### config.mk
export PLATFORM = sky130hd
export DESIGN_NAME = scc_conversion_control
export DESIGN_NICKNAME = d
export VERILOG_FILES = /design/src/rtl/scc_conversion_control.v
export VERILOG_INCLUDE_DIRS = /design/src /design/src/rtl
export SDC_FILE = /design/constraint.sdc
export NUM_CORES = 1
export LEC_CHECK = 0
export BUFFER_PORTS_ARGS = -buffer_cell sky130_fd_sc_hd__buf_2
export CORE_MARGIN = 3
export CORE_UTILIZATION = 40
export CTS_BUF_LIST = sky130_fd_sc_hd__clkbuf_8 sky130_fd_sc_hd__clkbuf_16
export DETAILED_ROUTE_END_ITERATION = 8
export GPL_TIMING_DRIVEN = 0
export PLACE_DENSITY = 0.7
export SYNTH_ARGS = -nofsm -noshare
export SYNTH_HDL_FRONTEND = slang
export SYNTH_SLANG_ARGS = --single-unit
### constraint.sdc
create_clock -name clock_i -period 4.5 [get_ports clock_i]
set_clock_uncertainty 0.1 [all_clocks]
set_input_delay 0.45 -clock clock_i [delete_from_list [all_inputs] [get_ports clock_i]]
set_output_delay 0.45 -clock clock_i [all_outputs]
set_load 0.01 [all_outputs]
### src/rtl/scc_map.vh
/*
 * register pointers, reset values and timing figures for the sensor conversion control.
 * assumes inclusion by bare name from files under rtl/.
 */
`ifndef SCC_MAP_VH
`define SCC_MAP_VH
// ==========================================================
// pointers
`define SCC_PTR_RATE_WR     8'h0a
`define SCC_PTR_RATE_RD     8'h04
`define SCC_PTR_TRIM        8'h18
`define SCC_PTR_SOFT_RESET  8'hfc
`define SCC_PTR_BETA_LOCAL  8'h25
`define SCC_PTR_BETA_REMOTE 8'h26
`define SCC_PTR_CHAN_EN     8'h1a
`define SCC_GC_RESET_BYTE   8'h06
// ==========================================================
// reset values
`define SCC_RATE_RST        8'h07
`define SCC_TRIM_RST        8'h00
`define SCC_BETA_RST        4'h8
`define SCC_CHAN_EN_RST     2'h3
// ==========================================================
// fields and codes
`define SCC_BETA_AUTO_BIT   3
`define SCC_BETA_DISABLED   4'h7
`define SCC_BETA_DIODE_RB   4'hf
`define SCC_RATE_FAST_CODE  8'h07
// ==========================================================
// timing in ms and base ideality in thousandths
`define SCC_T_CONV_LONG_MS  126
`define SCC_T_CONV_SHORT_MS 93
`define SCC_T_PERIOD_FAST_MS 125
`define SCC_IDEAL_DIODE     11'd1008
`define SCC_IDEAL_GND       11'd1000
`define SCC_TRIM_DENOM      10'd300
`endif

### src/rtl/scc_conversion_control.v
/*
 * conversion sequencing, rate, beta range and ideality trim control.
 * assumes a two-wire protocol engine on the same clock that presents decoded
 * register writes, reads and general-call bytes, and an analog front end that
 * reports the detected sensor type and beta range on request.
 */
// Function
// rate register written at 0ah, read at 04h, resets to 07h; only idle time
// codes 00h..06h give 1/16 to 4 conversions per second, doubling each step
// codes 07h and above run at the fastest rate, eight per second
// auto mode samples code each conversion, detects sensor type and range
// code 0111 skips detection, measures as diode with no beta compensation
// ideality 1.008 when disabled or diode, 1.000 when auto and grounded collector
// auto reads back 1000..1111 for range, 126ms; diode reads 1111, 93ms
// codes 0000..0110 select manual range with ideality 1.000, 93ms
// trim register at 18h, signed -128..127, resets to 00h
// effective ideality is base times 300 over 300 minus trim; code applies trim to the remote channel only, local denominator stays 300
// write to fch resets registers, aborts conversion, releases alarms
// general call followed by 06h resets; other second bytes ignored
// sequence local, remote, shutdown, rate delay; disabled channels skipped
`default_nettype none
`include "scc_map.vh"
module scc_conversion_control #(
	parameter integer CLK_HZ          = 20000000,
	parameter integer T_CONV_LONG_CY  = (CLK_HZ / 1000) * `SCC_T_CONV_LONG_MS,
	parameter integer T_CONV_SHORT_CY = (CLK_HZ / 1000) * `SCC_T_CONV_SHORT_MS,
	parameter integer T_PERIOD_FAST_CY = (CLK_HZ / 1000) * `SCC_T_PERIOD_FAST_MS
) (
	input  wire        clock_i,
	input  wire        rst_i,
	input  wire        wr_en_i,
	input  wire [7:0]  wr_ptr_i,
	input  wire [7:0]  wr_data_i,
	input  wire        rd_en_i,
	input  wire [7:0]  rd_ptr_i,
	output reg  [7:0]  rd_data_o,
	output reg         rd_hit_o,
	input  wire        gc_byte_en_i,
	input  wire [7:0]  gc_byte_i,
	input  wire        sensor_gnd_collector_i,
	input  wire [2:0]  sensor_beta_range_i,
	output reg         conv_busy_o,
	output reg         conv_remote_o,
	output reg         conv_start_o,
	output reg         conv_done_o,
	output reg         conv_abort_o,
	output reg         conv_auto_o,
	output reg  [2:0]  conv_beta_range_o,
	output reg  [10:0] base_ideality_o,
	output reg  [7:0]  ideality_trim_o,
	output reg  [10:0] ideal_numer_o,
	output reg  [9:0]  ideal_denom_o,
	output reg         alarm_release_o
);
// ==========================================================
// states
localparam [1:0] ST_IDLE  = 2'd0;
localparam [1:0] ST_LOCAL = 2'd1;
localparam [1:0] ST_REM   = 2'd2;
localparam [1:0] ST_WAIT  = 2'd3;
localparam [9:0] DENOM = `SCC_TRIM_DENOM;

reg  [7:0]  rate_q;
reg  [7:0]  trim_q;
reg  [3:0]  beta_local_q;
reg  [3:0]  beta_remote_q;
reg  [1:0]  chan_en_q;
reg  [1:0]  state_q;
reg  [31:0] cnt_q;
reg  [31:0] period_q;
reg  [3:0]  beta_rb_local_q;
reg  [3:0]  beta_rb_remote_q;
reg  [3:0]  code_s_q;
reg         gnd_q;
reg         range_ok_q;
wire        soft_rst;
reg  [2:0]  rate_eff;
reg  [31:0] rate_period;
reg  [31:0] conv_len;

assign soft_rst = (wr_en_i && wr_ptr_i == `SCC_PTR_SOFT_RESET) ||
	(gc_byte_en_i && gc_byte_i == `SCC_GC_RESET_BYTE);

// ==========================================================
// rate decode: idle gap fills the period set by the code
always @* begin
	if (rate_q >= `SCC_RATE_FAST_CODE) begin
		rate_eff = 3'd7;
	end else begin
		rate_eff = rate_q[2:0];
	end
	rate_period = T_PERIOD_FAST_CY << (3'd7 - rate_eff);
end

// conversion length from code and detection; auto grounded is the long one
function [31:0] conv_cycles;
	input [3:0] code;
	input       gnd;
	begin
		if (code[`SCC_BETA_AUTO_BIT] && gnd) begin
			conv_cycles = T_CONV_LONG_CY;
		end else begin
			conv_cycles = T_CONV_SHORT_CY;
		end
	end
endfunction

function [10:0] base_ideal;
	input [3:0] code;
	input       gnd;
	begin
		if (code[`SCC_BETA_AUTO_BIT] && gnd) begin
			base_ideal = `SCC_IDEAL_GND;
		end else if (code == `SCC_BETA_DISABLED || code[`SCC_BETA_AUTO_BIT]) begin
			base_ideal = `SCC_IDEAL_DIODE;
		end else begin
			base_ideal = `SCC_IDEAL_GND;
		end
	end
endfunction

always @* begin
	conv_len = conv_cycles(code_s_q, gnd_q);
end

// ==========================================================
// registers
always @(posedge clock_i or posedge rst_i) begin
	if (rst_i) begin
		rate_q        <= `SCC_RATE_RST;
		trim_q        <= `SCC_TRIM_RST;
		beta_local_q  <= `SCC_BETA_RST;
		beta_remote_q <= `SCC_BETA_RST;
		chan_en_q     <= `SCC_CHAN_EN_RST;
	end else if (soft_rst) begin
		rate_q        <= `SCC_RATE_RST;
		trim_q        <= `SCC_TRIM_RST;
		beta_local_q  <= `SCC_BETA_RST;
		beta_remote_q <= `SCC_BETA_RST;
		chan_en_q     <= `SCC_CHAN_EN_RST;
	end else if (wr_en_i) begin
		case (wr_ptr_i)
			`SCC_PTR_RATE_WR: begin
				rate_q <= wr_data_i;
			end
			`SCC_PTR_TRIM: begin
				trim_q <= wr_data_i;
			end
			`SCC_PTR_BETA_LOCAL: begin
				beta_local_q <= wr_data_i[3:0];
			end
			`SCC_PTR_BETA_REMOTE: begin
				beta_remote_q <= wr_data_i[3:0];
			end
			`SCC_PTR_CHAN_EN: begin
				chan_en_q <= wr_data_i[1:0];
			end
			default: begin
				rate_q <= rate_q;
			end
		endcase
	end
end

// ==========================================================
// read port
always @(posedge clock_i or posedge rst_i) begin
	if (rst_i) begin
		rd_data_o <= 8'h00;
		rd_hit_o  <= 1'b0;
	end else begin
		rd_hit_o <= rd_en_i;
		if (rd_en_i) begin
			case (rd_ptr_i)
				`SCC_PTR_RATE_RD: begin
					rd_data_o <= rate_q;
				end
				`SCC_PTR_TRIM: begin
					rd_data_o <= trim_q;
				end
				`SCC_PTR_BETA_LOCAL: begin
					rd_data_o <= {4'h0, beta_rb_local_q};
				end
				`SCC_PTR_BETA_REMOTE: begin
					rd_data_o <= {4'h0, beta_rb_remote_q};
				end
				`SCC_PTR_CHAN_EN: begin
					rd_data_o <= {6'h00, chan_en_q};
				end
				default: begin
					rd_data_o <= 8'h00;
				end
			endcase
		end
	end
end

// ==========================================================
// conversion sequencer
always @(posedge clock_i or posedge rst_i) begin
	if (rst_i) begin
		state_q           <= ST_IDLE;
		cnt_q             <= 32'd0;
		period_q          <= 32'd0;
		code_s_q          <= `SCC_BETA_RST;
		gnd_q             <= 1'b0;
		range_ok_q        <= 1'b0;
		beta_rb_local_q   <= `SCC_BETA_RST;
		beta_rb_remote_q  <= `SCC_BETA_RST;
		conv_busy_o       <= 1'b0;
		conv_remote_o     <= 1'b0;
		conv_start_o      <= 1'b0;
		conv_done_o       <= 1'b0;
		conv_abort_o      <= 1'b0;
		conv_auto_o       <= 1'b0;
		conv_beta_range_o <= 3'd0;
		base_ideality_o   <= `SCC_IDEAL_DIODE;
		ideality_trim_o   <= 8'h00;
		ideal_numer_o     <= 11'd0;
		ideal_denom_o     <= DENOM;
		alarm_release_o   <= 1'b0;
	end else begin
		conv_start_o    <= 1'b0;
		conv_done_o     <= 1'b0;
		conv_abort_o    <= 1'b0;
		alarm_release_o <= 1'b0;
		period_q        <= period_q + 32'd1;
		if (soft_rst) begin
			conv_abort_o     <= conv_busy_o;
			alarm_release_o  <= 1'b1;
			conv_busy_o      <= 1'b0;
			state_q          <= ST_IDLE;
			cnt_q            <= 32'd0;
			period_q         <= 32'd0;
			beta_rb_local_q  <= `SCC_BETA_RST;
			beta_rb_remote_q <= `SCC_BETA_RST;
		end else begin
			case (state_q)
				ST_IDLE: begin
					// pick the first enabled channel of the cycle
					period_q <= 32'd0;
					if (chan_en_q[0] || chan_en_q[1]) begin
						state_q       <= chan_en_q[0] ? ST_LOCAL : ST_REM;
						conv_remote_o <= ~chan_en_q[0];
						code_s_q      <= chan_en_q[0] ? beta_local_q : beta_remote_q;
						gnd_q         <= sensor_gnd_collector_i;
						range_ok_q    <= 1'b0;
						cnt_q         <= 32'd0;
						conv_start_o  <= 1'b1;
						conv_busy_o   <= 1'b1;
					end
				end
				ST_LOCAL, ST_REM: begin
					cnt_q <= cnt_q + 32'd1;
					if (!range_ok_q) begin
						// detection result one cycle after start
						range_ok_q <= 1'b1;
						gnd_q <= code_s_q[`SCC_BETA_AUTO_BIT] ?
							sensor_gnd_collector_i : 1'b0;
						conv_auto_o <= code_s_q[`SCC_BETA_AUTO_BIT];
						conv_beta_range_o <= code_s_q[`SCC_BETA_AUTO_BIT] ?
							sensor_beta_range_i : code_s_q[2:0];
					end else if (cnt_q + 32'd1 >= conv_len) begin
						conv_done_o <= 1'b1;
						if (state_q == ST_LOCAL) begin
							beta_rb_local_q <= code_s_q[`SCC_BETA_AUTO_BIT] ?
								(gnd_q ? {1'b1, conv_beta_range_o} : `SCC_BETA_DIODE_RB)
								: code_s_q;
						end else begin
							beta_rb_remote_q <= code_s_q[`SCC_BETA_AUTO_BIT] ?
								(gnd_q ? {1'b1, conv_beta_range_o} : `SCC_BETA_DIODE_RB)
								: code_s_q;
						end
						if (state_q == ST_LOCAL && chan_en_q[1]) begin
							state_q       <= ST_REM;
							conv_remote_o <= 1'b1;
							code_s_q      <= beta_remote_q;
							range_ok_q    <= 1'b0;
							cnt_q         <= 32'd0;
							conv_start_o  <= 1'b1;
						end else begin
							state_q     <= ST_WAIT;
							conv_busy_o <= 1'b0;
						end
					end
					if (range_ok_q) begin
						base_ideality_o <= base_ideal(code_s_q, gnd_q);
						ideality_trim_o <= state_q == ST_REM ? trim_q : 8'h00;
						ideal_numer_o   <= base_ideal(code_s_q, gnd_q);
						ideal_denom_o   <= state_q == ST_REM ?
							DENOM - {{2{trim_q[7]}}, trim_q} : DENOM;
					end
				end
				ST_WAIT: begin
					// idle time only; conversion length is untouched by the rate
					// the idle state spends the last cycle of the period
					if (period_q + 32'd2 >= rate_period) begin
						state_q <= ST_IDLE;
					end
				end
				default: begin
					state_q <= ST_IDLE;
				end
			endcase
		end
	end
end
endmodule
`default_nettype wire

Word level (Yosys, flattened, before mapping)
Index checks and enable logic that the tools add are counted.
{"block": "classes", "n_shift": 1, "add_sub_neg": 5, "n_mux": 89, "n_reduce_logical": 36, "n_eq_ne": 27, "magnitude_cmp": 3, "n_bitwise": 3}
{"op": "$mux W32", "count": 7}
{"op": "$mux W4", "count": 22}
{"op": "$add A32 B1 Y32 const B", "count": 2}
{"op": "$ge A32 B32 Y1", "count": 2}
{"op": "$pmux W32 S2", "count": 1}
{"op": "$mux W8", "count": 7}
{"op": "$pmux W8 S5", "count": 1}
{"op": "$add A32 B2 Y32 const B", "count": 1}
{"op": "$eq A8 B5 Y1 const B", "count": 4}
{"op": "$eq A8 B6 Y1 const B", "count": 4}
{"op": "$shl A22 B3 Y32 const A", "count": 1}
{"op": "$mux W1", "count": 28}
{"op": "$mux W22", "count": 1}
{"op": "$reduce_bool A2 Y1", "count": 11}
{"op": "$mux W2", "count": 9}
{"op": "$eq A8 B3 Y1 const B", "count": 2}
{"op": "$reduce_and A4 Y1", "count": 4}
{"op": "$ne A3 B3 Y1 const B", "count": 5}
{"op": "$ne A2 B2 Y1 const B", "count": 6}
{"op": "$reduce_and A2 Y1", "count": 6}
{"op": "$mux W10", "count": 1}
{"op": "$mux W5", "count": 2}
{"op": "$pmux W1 S2", "count": 5}
{"op": "$sub A9 B10 Y10 const A", "count": 1}
{"op": "19 further kinds", "count": 31}
{"block": "totals", "regBits": 165, "in_bits": 41}

Logic depth before layout (Yosys ltp)
Gate-level depths: netlist of run 1.
{"block": "logic_depth", "ltp_word": 8, "depth_mapped": 17, "depth_no_buf": 17}

Worst setup path before layout of run 1
OpenSTA, ideal clock, no wires.
{"block": "synth_path", "path_type": "register to register", "start": "register cnt_q[0]", "end": "register code_s_q[0]", "t_arrival_ps": 3540, "t_required_ps": 4275, "setup_ps": 125, "period_less_slack_ps": 3765, "stages_incl_launch_ff": 15, "path_slack_ps": 735, "path_cell_list": "dfrtp_1 clkbuf_1 nand4_1 nor4_1 buf_2 nand3_1 nor2_1 xor2_1 ha_1 a221oi_1 nand4_1 a221o_1 nand2_1 a21o_1 mux2_2"}
{"block": "synth_between", "elab_chain_cells": 4}
{"item": "start: declaration", "line_no": "scc_conversion_control.v:69", "text": "reg [31:0] cnt_q;"}
{"item": "start signal: assignment", "line_no": "scc_conversion_control.v:254", "text": "cnt_q <= cnt_q + 32'd1;"}
{"item": "$add A32 B1 Y32", "line_no": "scc_conversion_control.v:263", "text": "end else if (cnt_q + 32'd1 >= conv_len) begin"}
{"item": "$ge A32 B32 Y1", "line_no": "scc_conversion_control.v:263"}
{"item": "$ne A2 B2 Y1 (no source line)"}
{"item": "$reduce_and A6 Y1 (no source line)"}
{"item": "end signal: assignment", "line_no": "scc_conversion_control.v:205", "text": "code_s_q <= `SCC_BETA_RST;"}
{"item": "end signal: assignment", "line_no": "scc_conversion_control.v:245", "text": "code_s_q <= chan_en_q[0] ? beta_local_q : beta_remote_q;"}
{"item": "end signal: assignment", "line_no": "scc_conversion_control.v:277", "text": "code_s_q <= beta_remote_q;"}
{"item": "end: declaration", "line_no": "scc_conversion_control.v:73", "text": "reg [3:0] code_s_q;"}
Every way passes these cells.
A chain may end at the register's enable or synchronous reset.

Worst setup path after layout of run 1
{"block": "layout_path", "start": "register cnt_q[8]", "end": "register cnt_q[23]"}
{"block": "layout_between", "elab_chain_cells": 6, "elab_cells_between_ends": 7, "classes_between": "1 x add/sub; 1 x order compare; 5 x mux"}
{"item": "$add A32 B1 Y32 (*)", "line_no": "scc_conversion_control.v:254, scc_conversion_control.v:263"}
{"item": "$ge A32 B32 Y1 / $mux W32 (equally long branches)", "line_no": "scc_conversion_control.v:263, scc_conversion_control.v:274"}
{"item": "$mux W32", "line_no": "scc_conversion_control.v:263"}
{"item": "$mux W32 (*)", "line_no": "scc_conversion_control.v:255", "text": "if (!range_ok_q) begin"}
{"item": "$pmux W32 S2 (*)", "line_no": "scc_conversion_control.v:238", "text": "case (state_q)"}
{"item": "$mux W32 (*)", "line_no": "scc_conversion_control.v:228", "text": "if (soft_rst) begin"}
Mark *: on every way between the ends. The rest lies on a longest branch, timed or not.

==> impl_results.md, run 1 <==
* Max-slew headroom at around 15%
* # clock sinks at roughly 150
* PD cells at around 450 mW/mm^2
* CP dominant cell by count: buf_2
* Setup crit start kind: flop
* Die X at about 160 um
* Crit-path cells: buf_2 > nand4_2 > nor4_4 > buf_2 > nand3_1 > nor2_1 > xor2_1 > ha_1 > a221oi_1 > nand4_1 > a221o_2 > a21oi_4 > buf_4 > nand2_1 > a31oi_1
* Clock-pin transition on the worst setup and hold timing paths at 0.07 ns
* Initial antenna violation count at 1
* Leak pwr at 5.103 nW
* Post-synth EDFFs at 0
* HPWL after detailed placement at between 15,000 and 20,000 um
* Fin crit period at between 4 and 5 ns
* Synth cell types at 73
* TritonCTS clock tree: built
* WL final at roughly 23,000 um
* Layout cells sized above 1 at around 16%
* Maximum VDD drop at roughly 450 uV
* Max-slew violations at 0
* Synth warnings at 0
* Routed len/inst at approximately 16 um
* Min-Delay Path Class: in -> reg
* Final period util at 94.64%
* CP arrival at 4.49 ns
* Post-Synth Adder-Cell Area at between 6 and 7%
* Global Route Usage Sum at 18.35%
* Critical path class: reg -> reg
* Initial Utilization at roughly 40%
* Row cnt at 55
* Max cap viols at 0
* Router iterations before antenna repair at 5
* FF-to-FF Start: cnt_q[8]$_DFFE_PP0P_
* Largest family of logic cells by synthesized area: simple AND/OR/NAND/NOR gates
* Synth Area in Compound Gates at about 14%
* Post-synth ARST share at 100.0%
* Die area at 0.02506 mm^2
* WP buf/inv at 3
* Layout Cells excl Fill at around 1,500
* DRC Markers at 0
* Critical path origin: cnt_q[8]$_DFFE_PP0P_
* Final #Nets at 1,257
* #FFs+latches synth at about 150
* Area delta synth->final at 16.41%
* First-pass GRT wire length at approximately 37,000 um
* Most used flip-flop cell after synthesis: dfrtp_1
* Worst-Margin Slew at 1.269 ns
* Crit-path slowest cell: nor4_4
* Hold WS at approximately 0.076 ns
* Worst-path fanout max at 10
* Clk root buf: clkbuf_16
* Post-synthesis simple-gate area fraction at between 20% and 30%
* Syn_area_per_cell at between 8 and 9 um^2
* XOR/XNOR share of the synthesized area at 6.891%
* Status: finished, final reports clean
* Mux share of post-synthesis cell area at just over 5%
* # diodes at 0
* DRT iter0 DRCs at around 510
* Design area at 0.01080 mm^2
* Beginning of the worst hold path: rd_en_i
* Antenna-violating nets left at 0
* Total number of vias at slightly below 8,000
* Seq/Total Area, Yosys at 39.31%
* Max Root-Sink Buffers at 2
* Total CTS buffers at 17
* Worst-Skew Late Latency at 0.43 ns
* Setup violations, final at 0
* Synth Cell Area at about 0.0093 mm^2
* I/O Pins at 100
* Vias in the first global route at 7,520
* Synth Instances at about 1,000
* CP required at ~4.7 ns
* Grt ovf at 0
* DP Area at 0.01014 mm^2
* CORE AREA at roughly 0.023 mm^2
* Largest net degree at the start of global routing at 96
* Htree depth at 4
* F_max at ~230 MHz
* RSZ-0062 raised after global routing: no
* Final Hold Vio Count at 0
* GP Congestion at 0.8967
* CP Capture Type: flop
* Dpl cells at about 1,400
* CP max stage delay at approximately 0.45 ns
* Family with the most delay on the worst path: compound AO/OA/AOI/OAI gates
* Die Ht at approximately 160 um
* Port Buf Inserts at between 80 and 90
* Vias per std cell at approximately 5.4
[logic make-up (layout without fill, tap and decap cells)]
group	Yosys count	in the layout
compound gates	196	196
xor+xnor	73	73
fa+ha+maj	48	48
buf+inv	111	231
flops	145	145
mux	47	47
other cells	2	14
simple gates	427	427
[final timing paths]
| kind | end | slack, ns | depth (start not counted) |
|---|---|---|---|
| setup / recovery | cnt_q[23]$_DFFE_PP0P_ | 0.24 | 15 |
| hold / removal | rd_hit_o$_DFF_PP0_ | 0.08 | 1 |
| setup reg to reg | cnt_q[23]$_DFFE_PP0P_ | 0.24 | 15 |
| hold reg to reg | ideality_trim_o[4]$_DFFE_PP0P_ | 0.37 | 2 |
| max in group asynchronous | rate_q[2]$_DFFE_PP1P_ | 2.91 | 4 |
| min in group asynchronous | conv_abort_o$_DFF_PP0_ | 0.52 | 3 |
[worst register-to-register path, delay by kind of cell (launching register included)]
kind / cells / cell delay [ns]
and+or+nand+nor: 6 / 1.24
AOI/OAI and AO/OA: 4 / 1.23
buffers and inverters: 3 / 0.78
DFF: 1 / 0.32
adders and majority gates: 1 / 0.29
xor gates and xnor gates: 1 / 0.22
[cell usage after synthesis, types with 12 or more instances]
master    number  share of area [%]
a21oi_1       45                2.4
a31oi_1       27                1.8
and3_1        17                1.1
buf_4         23                1.9
clkbuf_1      41                1.7
dfrtp_1      130                 35
dfstp_2       15                4.2
ha_1          48                6.5
inv_1         32                1.3
mux2i_1       40                4.3
nand2_1      127                5.1
nand2b_1      12               0.81
nand3_1       57                3.1
nand4_1       28                1.9
nor2_1       106                4.3
nor3_1        15               0.81
o21ai_0       30                1.6
xnor2_1       35                3.3
xor2_1        38                3.6
[metal layers]
| metal | vias up | track usage, % | wire [um] |
|---|---|---|---|
| met2 | 241 | 29.53 | 10570 |
| met1 | 3731 | 25.12 | 10800 |
| li1 | 3935 | - | - |
| met3 | 36 | 3.452 | 1281 |
| met5 | - | 0 | 0 |
| met4 | 0 | 5.899 | 440 |
[cells in the final DEF, fill, tap and decap left out, types with 8 or more instances in the layout]
cell type,count
nand2b_1,12
buf_2,92
a22oi_1,10
buf_4,26
nor2b_1,9
xnor2_1,35
clkbuf_1,38
ha_1,48
nor3_1,14
mux2i_1,40
nor2_1,106
and3_1,17
dfrtp_1,130
nand4_1,28
and4_1,11
xor2_1,38
nand3_1,57
conb_1,14
dfstp_2,15
nand2_1,127
inv_1,31
o22ai_1,8
a21oi_1,45
clkbuf_16,17
o21ai_0,30
a31oi_1,27
and2_1,11
[power by group]
group          internal [W]  total (W)  switching, W
clock network      0.000755    0.00144      0.000685
registers           0.00149    0.00163      0.000135
logic              0.000632    0.00184       0.00121
total               0.00288    0.00491       0.00203
[area by class of cell]
class / instances / area, um^2
timing repair buffer: 89 / 480.5
fill: 2137 / 11910
sequential: 145 / 3647
inverter: 34 / 132.6
clock inverter: 15 / 187.7
buffer: 76 / 395.4
clock buffer: 17 / 425.4
tap: 285 / 356.6
multi-input combinational: 805 / 5176
[per-stage QoR]
stage / total power (W) / util (%) / TNS [ns] / worst slack, ns
2_1_floorplan: 0.002867 / - / 0 / 0.08019
3_3_place_gp: 0.003404 / 44.48 / -237.57 / -1.812
3_5_place_dp: 0.003441 / 44.64 / -4.542 / -0.2252
4_1_cts: 0.004920 / 47.52 / 0 / 0.06760
5_1_grt: 0.005232 / 47.56 / 0 / 0.009962
6_report: 0.004907 / 47.56 / 0 / 0.2414
[repair_timing]
action / 4_1_cts / 5_1_grt
hold buffers: 1 / 0
setup endpoints to repair: 40 / 40
gates resized for setup: 2 / 6
pin swaps: 1 / 2
setup buffers: 2 / 1
hold endpoints to repair: 30 / 0
cloned: 0 / 0
[sequential cells by signal, indices dropped and copies added (netlist names), 8 cells and up]
| signal | count |
|---|---|
| cnt_q | 32 |
| ideal_denom_o | 8 |
| ideality_trim_o | 8 |
| period_q | 32 |
| rate_q | 8 |
| rd_data_o | 8 |
| trim_q | 8 |
No activity file was read; power rests on OpenSTA's default activity.
==> run 2: changes to the inputs <==
PLACE_DENSITY = 0.68   (was 0.7)
clock period = 4.8 ns   (was 4.5 ns; I/O delays follow)
==> run 2 against run 1 <==
Wire length decreased by 0.91%. First-iteration DRC count decreased by 5.5%. Combinational power decreased by 8%. Largest power group unchanged. Highest routed layer unchanged.
==> impl_results.md, run 2 (synthesis results as in run 1) <==
* Power Internal at 0.002674 W (was 0.002878 W)
* Crit-path cells: clkbuf_1 > nand4_1 > nor4_4 > buf_2 > nand3_1 > nor2_1 > xor2_1 > ha_1 > a221oi_1 > nand4_1 > a221o_1 > a21oi_4 > buf_2 > nand2_1 > mux2i_1 (was buf_2 > nand4_2 > nor4_4 > buf_2 > nand3_1 > nor2_1 > xor2_1 > ha_1 > a221oi_1 > nand4_1 > a221o_2 > a21oi_4 > buf_4 > nand2_1 > a31oi_1)
* Final period util at 92.06% (was 94.64%)
* Status: finished, final reports clean (unchanged)
* Maximum VDD drop at 291.2 uV (was 445.3 uV)
* CP arrival at 4.67 ns (was 4.49 ns)
* # clock sinks at 145 (unchanged)
* Routed len/inst at 15.61 um (was 15.75 um)
* Row cnt at 55 (unchanged)
* Clk root buf: clkbuf_16 (unchanged)
* Critical path class: reg -> reg (unchanged)
* Leak pwr at 5.090 nW (was 5.103 nW)
* Layout cells sized above 1 at 15.83% (was 16.17%)
* Crit-path slowest cell: a221o_1 (was nor4_4)
* Max-slew headroom at 14.56% (was 14.65%)
* Max-slew violations at 0 (unchanged)
* CP max stage delay at 0.42 ns (was 0.45 ns)
* Clock-pin transition on the worst setup and hold timing paths at 0.07 ns (about the same)
* Worst-path fanout max at 10 (unchanged)
* PD cells at 423.2 mW/mm^2 (was 454.2 mW/mm^2)
* Max Root-Sink Buffers at 2 (unchanged)
* F_max at 226.3 MHz (was 234.8 MHz)
* Power, Total at 0.004566 W (was 0.004907 W)
* Dpl cells at 1,431 (unchanged)
* I/O Pins at 100 (unchanged)
* CP Capture Type: flop (unchanged)
* Die X at 158.3 um (unchanged)
* Grt ovf at 0 (unchanged)
* # diodes at 0 (unchanged)
* Die Ht at 158.3 um (unchanged)
* Final Hold Vio Count at 0 (unchanged)
* Final #Nets at 1,257 (unchanged)
* Combinational cell fraction of total power at 37.1% (was 37.5%)
* Number of fill cells at 2,122 (was 2,137)
* Beginning of the worst hold path: rd_en_i (unchanged)
* Part of the power in registers at 33.4% (was 33.1%)
* Initial antenna violation count at 0 (was 1)
* Min-Delay Path Class: in -> reg (unchanged)
* Global Route Usage Sum at 18.41% (was 18.35%)
* Total number of vias at 7,979 (was 7,943)
* R2R depth at 15 (unchanged)
* DRT iter0 DRCs at 479 (was 507)
* CORE AREA at 0.02271 mm^2 (unchanged)
* CP required at 5.05 ns (was 4.73 ns)
* Commonest cells after routing, fill and taps aside: dfrtp_1 (130), nand2_1 (127), nor2_1 (106) (unchanged)
* First-pass GRT wire length at 37,650 um (was 37,430 um)
* Largest net degree at the start of global routing at 100 (was 96)
* GP Congestion at 0.8835 (was 0.8967)
* Area delta synth->final at 16.28% (was 16.41%)
* Hold EP: rd_hit_o$_DFF_PP0_ (unchanged)
* Max cap viols at 0 (unchanged)
* Worst r2r dst: cnt_q[16]$_DFFE_PP0P_ (was cnt_q[23]$_DFFE_PP0P_)
* Worst hold path depth at 1 (unchanged)
* Switching power total at 0.001892 W (was 0.002028 W)
* WL final at 22,880 um (was 23,090 um)
* TritonCTS clock tree: built (unchanged)
* Largest registers: cnt_q (32), period_q (32) (unchanged)
* HPWL after detailed placement at 16,660 um (was 16,860 um)
* Worst-Margin Slew at 1.270 ns (was 1.269 ns)
* Router iterations before antenna repair at 5 (unchanged)
* Layout Cells excl Fill at 1,466 (unchanged)
* R2r setup slk at 0.38 ns (was 0.24 ns)
* Htree depth at 4 (unchanged)
* Clock power frac at 29.5% (was 29.3%)
* Total negative slack at 0 ns (unchanged)
* WP buf/inv at 3 (unchanged)
* Setup violations, final at 0 (unchanged)
* Total CTS buffers at 17 (unchanged)
* Commonest non-fill, non-tap cell in the layout: dfrtp_1 (unchanged)
* Die area at 0.02506 mm^2 (unchanged)
* Sw frac at 41.44% (was 41.34%)
* Initial Utilization at 40.86% (unchanged)
* RSZ-0062 raised after global routing: no (unchanged)
* DRC Markers at 0 (unchanged)
* FF-to-FF Start: cnt_q[0]$_DFFE_PP0P_ (was cnt_q[8]$_DFFE_PP0P_)
* Fin crit period at 4.419 ns (was 4.259 ns)
* Setup crit start kind: flop (unchanged)
* Family with the most delay on the worst path: simple AND/OR/NAND/NOR gates (was compound AO/OA/AOI/OAI gates)
* Vias per std cell at 5.443 (was 5.418)
* Antenna-violating nets left at 0 (unchanged)
* Port Buf Inserts at 84 (unchanged)
* Vias in the first global route at 7,628 (was 7,520)
* Worst-Skew Late Latency at 0.43 ns (about the same)
[run 2: layout make-up]
cell class                      count  area [um^2]  share of cell area, %
Clock buffer                       17        425.4                  3.943
Sequential cell                   145         3647                  33.80
Buffer                             77        394.1                  3.653
Clock inverter                     15        185.2                  1.716
Timing Repair Buffer               88        473.0                  4.384
Multi-Input combinational cell    805         5175                  47.96
Tap cell                          285        356.6                  3.305
Inverter                           34        132.6                  1.229
[run 2: worst max-delay path by stage]
| stage | start | endpoint | cells past startpoint |
|---|---|---|---|
| detailed placement | cnt_q[0]$_DFFE_PP0P_ | cnt_q[16]$_DFFE_PP0P_ | 15 |
| global placement | rst_i | ideality_trim_o[4]$_DFFE_PP0P_ | 2 |
| finish | cnt_q[0]$_DFFE_PP0P_ | cnt_q[16]$_DFFE_PP0P_ | 15 |
| global route | cnt_q[0]$_DFFE_PP0P_ | cnt_q[16]$_DFFE_PP0P_ | 15 |
| CTS | cnt_q[0]$_DFFE_PP0P_ | cnt_q[16]$_DFFE_PP0P_ | 15 |
| floorplan | rst_i | alarm_release_o$_DFF_PP0_ | 1 |
[run 2: worst register-to-register path, cell delays in order (launching register included)]
cell and delay [ns]:
dfrtp_1 0.35, clkbuf_1 0.27, nand4_1 0.27, nor4_4 0.29, buf_2 0.29, nand3_1 0.19, nor2_1 0.16, xor2_1 0.21
ha_1 0.28, a221oi_1 0.32, nand4_1 0.17, a221o_1 0.43, a21oi_4 0.41, buf_2 0.37, nand2_1 0.09, mux2i_1 0.14
[run 2: power groups by stage]
stage,registers (W),clock network [W],logic (W)
4_1_cts,0.00153,0.00137,0.00169
3_5_place_dp,0.00155,0,0.00168
5_1_grt,0.00155,0.00141,0.00190
3_3_place_gp,0.00154,0,0.00166
2_1_floorplan,0.00154,0,0.00115
6_report,0.00153,0.00135,0.00169
[run 2: repair_timing]
| action | in CTS | in global routing |
|---|---|---|
| setup buffers | 0 | 2 |
| pin swaps | 0 | 1 |
| hold buffers | 1 | 0 |
| setup endpoints to repair | 1 | 29 |
| hold endpoints to repair | 28 | 0 |
| gates resized for setup | 1 | 1 |
[run 2: per-stage QoR]
step	util, %	hold slack (ns)	setup slack (ns)	area [um^2]
final	47.51	0.09423	0.3812	10790
after global routing	47.51	0.09174	0.02501	10790
after CTS	47.38	0.08258	0.1941	10760
after detailed placement	44.62	0.3519	0.02268	10130
after global placement	44.48	0.3481	-1.473	10100
after floorplan	-	0.3656	0.3502	9324
[run 2: per-layer routing]
layer	GRT usage [%]	routed length, um
met2	30.62	10740
met4	5.121	295
met5	0	0
met3	2.745	1085
met1	25.13	10760
==> run 3: changes to the inputs <==
==> constraint.sdc (replaced) <==
create_clock -name clock_i -period 4.8 [get_ports clock_i]
set_clock_uncertainty 0.1 [all_clocks]
set_input_delay 0.72 -clock clock_i [delete_from_list [all_inputs] [get_ports clock_i]]
set_output_delay 0.72 -clock clock_i [all_outputs]
set_load 0.01 [all_outputs]
==> run 3 against run 2 <==
First-iteration DRC count up 4.6%. Cell area about the same. Sequential share of layout area barely moved. Clock power hardly changed. Total power fell by 0.18%. Sequential power hardly changed. Via count is essentially flat. Cell count about the same.
==> impl_results.md, run 3 (synthesis results as in run 1) <==
* CP Capture Type: flop (unchanged)
* Layout cells sized above 1 at 15.85% (was 15.83%)
* DRT iter0 DRCs at 501 (was 479)
* Clock power frac at 29.4% (was 29.5%)
* Routed len/inst at 15.62 um (was 15.61 um)
* Worst-Skew Late Latency at 0.43 ns (about the same)
* Max-slew violations at 0 (unchanged)
* Critical path class: reg -> reg (unchanged)
* RSZ-0062 raised after global routing: no (unchanged)
* Met3 Use GR at 2.745% (unchanged)
* CP required at 5.05 ns (about the same)
* Total CTS buffers at 17 (unchanged)
* Setup violations, final at 0 (unchanged)
* F_max at 227.5 MHz (was 226.3 MHz)
* Maximum VDD drop at 289.5 uV (was 291.2 uV)
* I/O Pins at 100 (unchanged)
* Switching power total at 0.001884 W (was 0.001892 W)
* Vias per std cell at 5.442 (was 5.443)
* Setup crit start kind: flop (unchanged)
* Part of the power in registers at 33.5% (was 33.4%)
* Leak pwr at 5.086 nW (was 5.090 nW)
* Grt ovf at 0 (unchanged)
* Worst slack, placed at 0.02268 ns (unchanged)
* HPWL after detailed placement at 16,660 um (unchanged)
* Worst-path fanout max at 10 (unchanged)
* Sw frac at 41.34% (was 41.44%)
* Min-Delay Path Class: in -> async (was in -> reg)
* Router iterations before antenna repair at 5 (unchanged)
* Power Internal at 0.002673 W (was 0.002674 W)
* CP max stage delay at 0.43 ns (was 0.42 ns)
* Global Route Usage Sum at 18.40% (was 18.41%)
* Initial antenna violation count at 0 (unchanged)
* CP arrival at 4.65 ns (was 4.67 ns)
* Htree depth at 4 (unchanged)
* Port Buf Inserts at 84 (unchanged)
* # hold bufs at CTS at 0 (was 1)
* WP buf/inv at 3 (unchanged)
* Family with the most delay on the worst path: simple AND/OR/NAND/NOR gates (unchanged)
* Status: finished, final reports clean (unchanged)
* TritonCTS clock tree: built (unchanged)
* CORE AREA at 0.02271 mm^2 (unchanged)
* Dpl cells at 1,431 (unchanged)
* Clk root buf: clkbuf_16 (unchanged)
* Die X at 158.3 um (unchanged)
* Final #Nets at 1,256 (was 1,257)
* Initial Utilization at 40.86% (unchanged)
* DRC Markers at 0 (unchanged)
* Commonest cells after routing, fill and taps aside: dfrtp_1 (130), nand2_1 (127), nor2_1 (106) (unchanged)
* # diodes at 0 (unchanged)
* Hold WS at 0.2156 ns (was 0.09423 ns)
* Vias in the first global route at 7,627 (was 7,628)
* Final period util at 91.56% (was 92.06%)
* GR Layer Usage met1 at 25.11% (was 25.13%)
* Total number of vias at 7,972 (was 7,979)
* Combinational cell fraction of total power at 37.1% (about the same)
* Max cap viols at 0 (unchanged)
* WL final at 22,880 um (about the same)
* PD cells at 422.8 mW/mm^2 (was 423.2 mW/mm^2)
* GP Congestion at 0.8835 (unchanged)
* Commonest non-fill, non-tap cell in the layout: dfrtp_1 (unchanged)
* Die area at 0.02506 mm^2 (unchanged)
* Largest registers: cnt_q (32), period_q (32) (unchanged)
* Max-slew headroom at 16.93% (was 14.56%)
* Layout Cells excl Fill at 1,465 (was 1,466)
* Clock-pin transition on the worst setup and hold timing paths at 0.07 ns (about the same)
* Crit-path slowest cell: a221o_1 (unchanged)
* Final setup margin at 0.4052 ns (was 0.3812 ns)
* Antenna-violating nets left at 0 (unchanged)
* Worst-Margin Slew at 1.235 ns (was 1.270 ns)
* Die Ht at 158.3 um (unchanged)
* Crit-path cells: clkbuf_1 > nand4_1 > nor4_4 > buf_2 > nand3_1 > nor2_1 > xor2_1 > ha_1 > a221oi_1 > nand4_1 > a221o_1 > a21oi_4 > buf_2 > nand2_1 > mux2i_1 (unchanged)
* GRT busiest layer: met2 (unchanged)
* Area delta synth->final at 16.17% (was 16.28%)
* Fin crit period at 4.395 ns (was 4.419 ns)
* Final core area utilization at 47.47% (was 47.51%)
* First-pass GRT wire length at 37,640 um (was 37,650 um)
* # clock sinks at 145 (unchanged)
* Met2 Use GR at 30.62% (unchanged)
* Final Hold Vio Count at 0 (unchanged)
* Number of fill cells at 2,123 (was 2,122)
* Total negative slack at 0 ns (unchanged)
* Row cnt at 55 (unchanged)
* Max Root-Sink Buffers at 2 (unchanged)
* Largest net degree at the start of global routing at 100 (unchanged)
run 3: per-layer routing:
metal / up-vias / part of all wire (%)
met4: 0 / 1.3
met3: 27 / 4.6
met2: 199 / 47
met5: - / 0
met1: 3807 / 47
li1: 3939 / -
run 3: power groups by stage:
stage / clock [W] / sequential, W / combinational (W)
2_1_floorplan: 0 / 0.00154 / 0.00115
3_3_place_gp: 0 / 0.00154 / 0.00166
3_5_place_dp: 0 / 0.00155 / 0.00168
4_1_cts: 0.00137 / 0.00153 / 0.00169
5_1_grt: 0.00141 / 0.00155 / 0.00190
6_report: 0.00134 / 0.00153 / 0.00169
run 3: timing repair:
action                                  4_1_cts  5_1_grt
gates resized for setup                       1        1
buffers inserted                              0        2
endpoints found under the setup margin        1       29
pin swaps                                     0        1
run 3: worst paths after layout:
kind,start,end,slack [ns],cells past startpoint
setup / recovery,cnt_q[0]$_DFFE_PP0P_,cnt_q[16]$_DFFE_PP0P_,0.41,15
hold / removal,rst_i,period_q[3]$_DFF_PP0_,0.22,2
setup reg to reg,cnt_q[0]$_DFFE_PP0P_,cnt_q[16]$_DFFE_PP0P_,0.41,15
hold reg to reg,ideal_denom_o[6]$_DFFE_PP0P_,ideal_denom_o[6]$_DFFE_PP0P_,0.37,2
max in group asynchronous,rst_i,base_ideality_o[4]$_DFFE_PP1P_,3.51,3
min in group clock_i,rd_en_i,rd_hit_o$_DFF_PP0_,0.34,1
run 3: layout make-up:
type | count | area, um^2 | area share, %
clock inverter | 15 | 185.2 | 1.718
inverter | 34 | 132.6 | 1.230
tap | 285 | 356.6 | 3.308
buffer | 77 | 394.1 | 3.656
multi-input combinational | 805 | 5175 | 48.01
clock buffer | 17 | 425.4 | 3.947
timing repair buffer | 87 | 462.9 | 4.295
sequential | 145 | 3647 | 33.84
run 3: worst reg2reg max path, cell delays in order, from the launching register on:
cell      delay [ns]
dfrtp_1         0.35
clkbuf_1        0.27
nand4_1         0.27
nor4_4          0.29
buf_2           0.29
nand3_1         0.18
nor2_1          0.16
xor2_1          0.21
ha_1            0.28
a221oi_1        0.32
nand4_1         0.17
a221o_1         0.43
a21oi_4         0.40
buf_2           0.37
nand2_1         0.09
mux2i_1         0.14
run 3: through the flow:
stage	power [W]	cell area, um^2
after floorplan	0.002688	9324
after global placement	0.003199	10100
after detailed placement	0.003228	10130
after CTS	0.004586	10750
after global routing	0.004858	10780
final	0.004558	10780
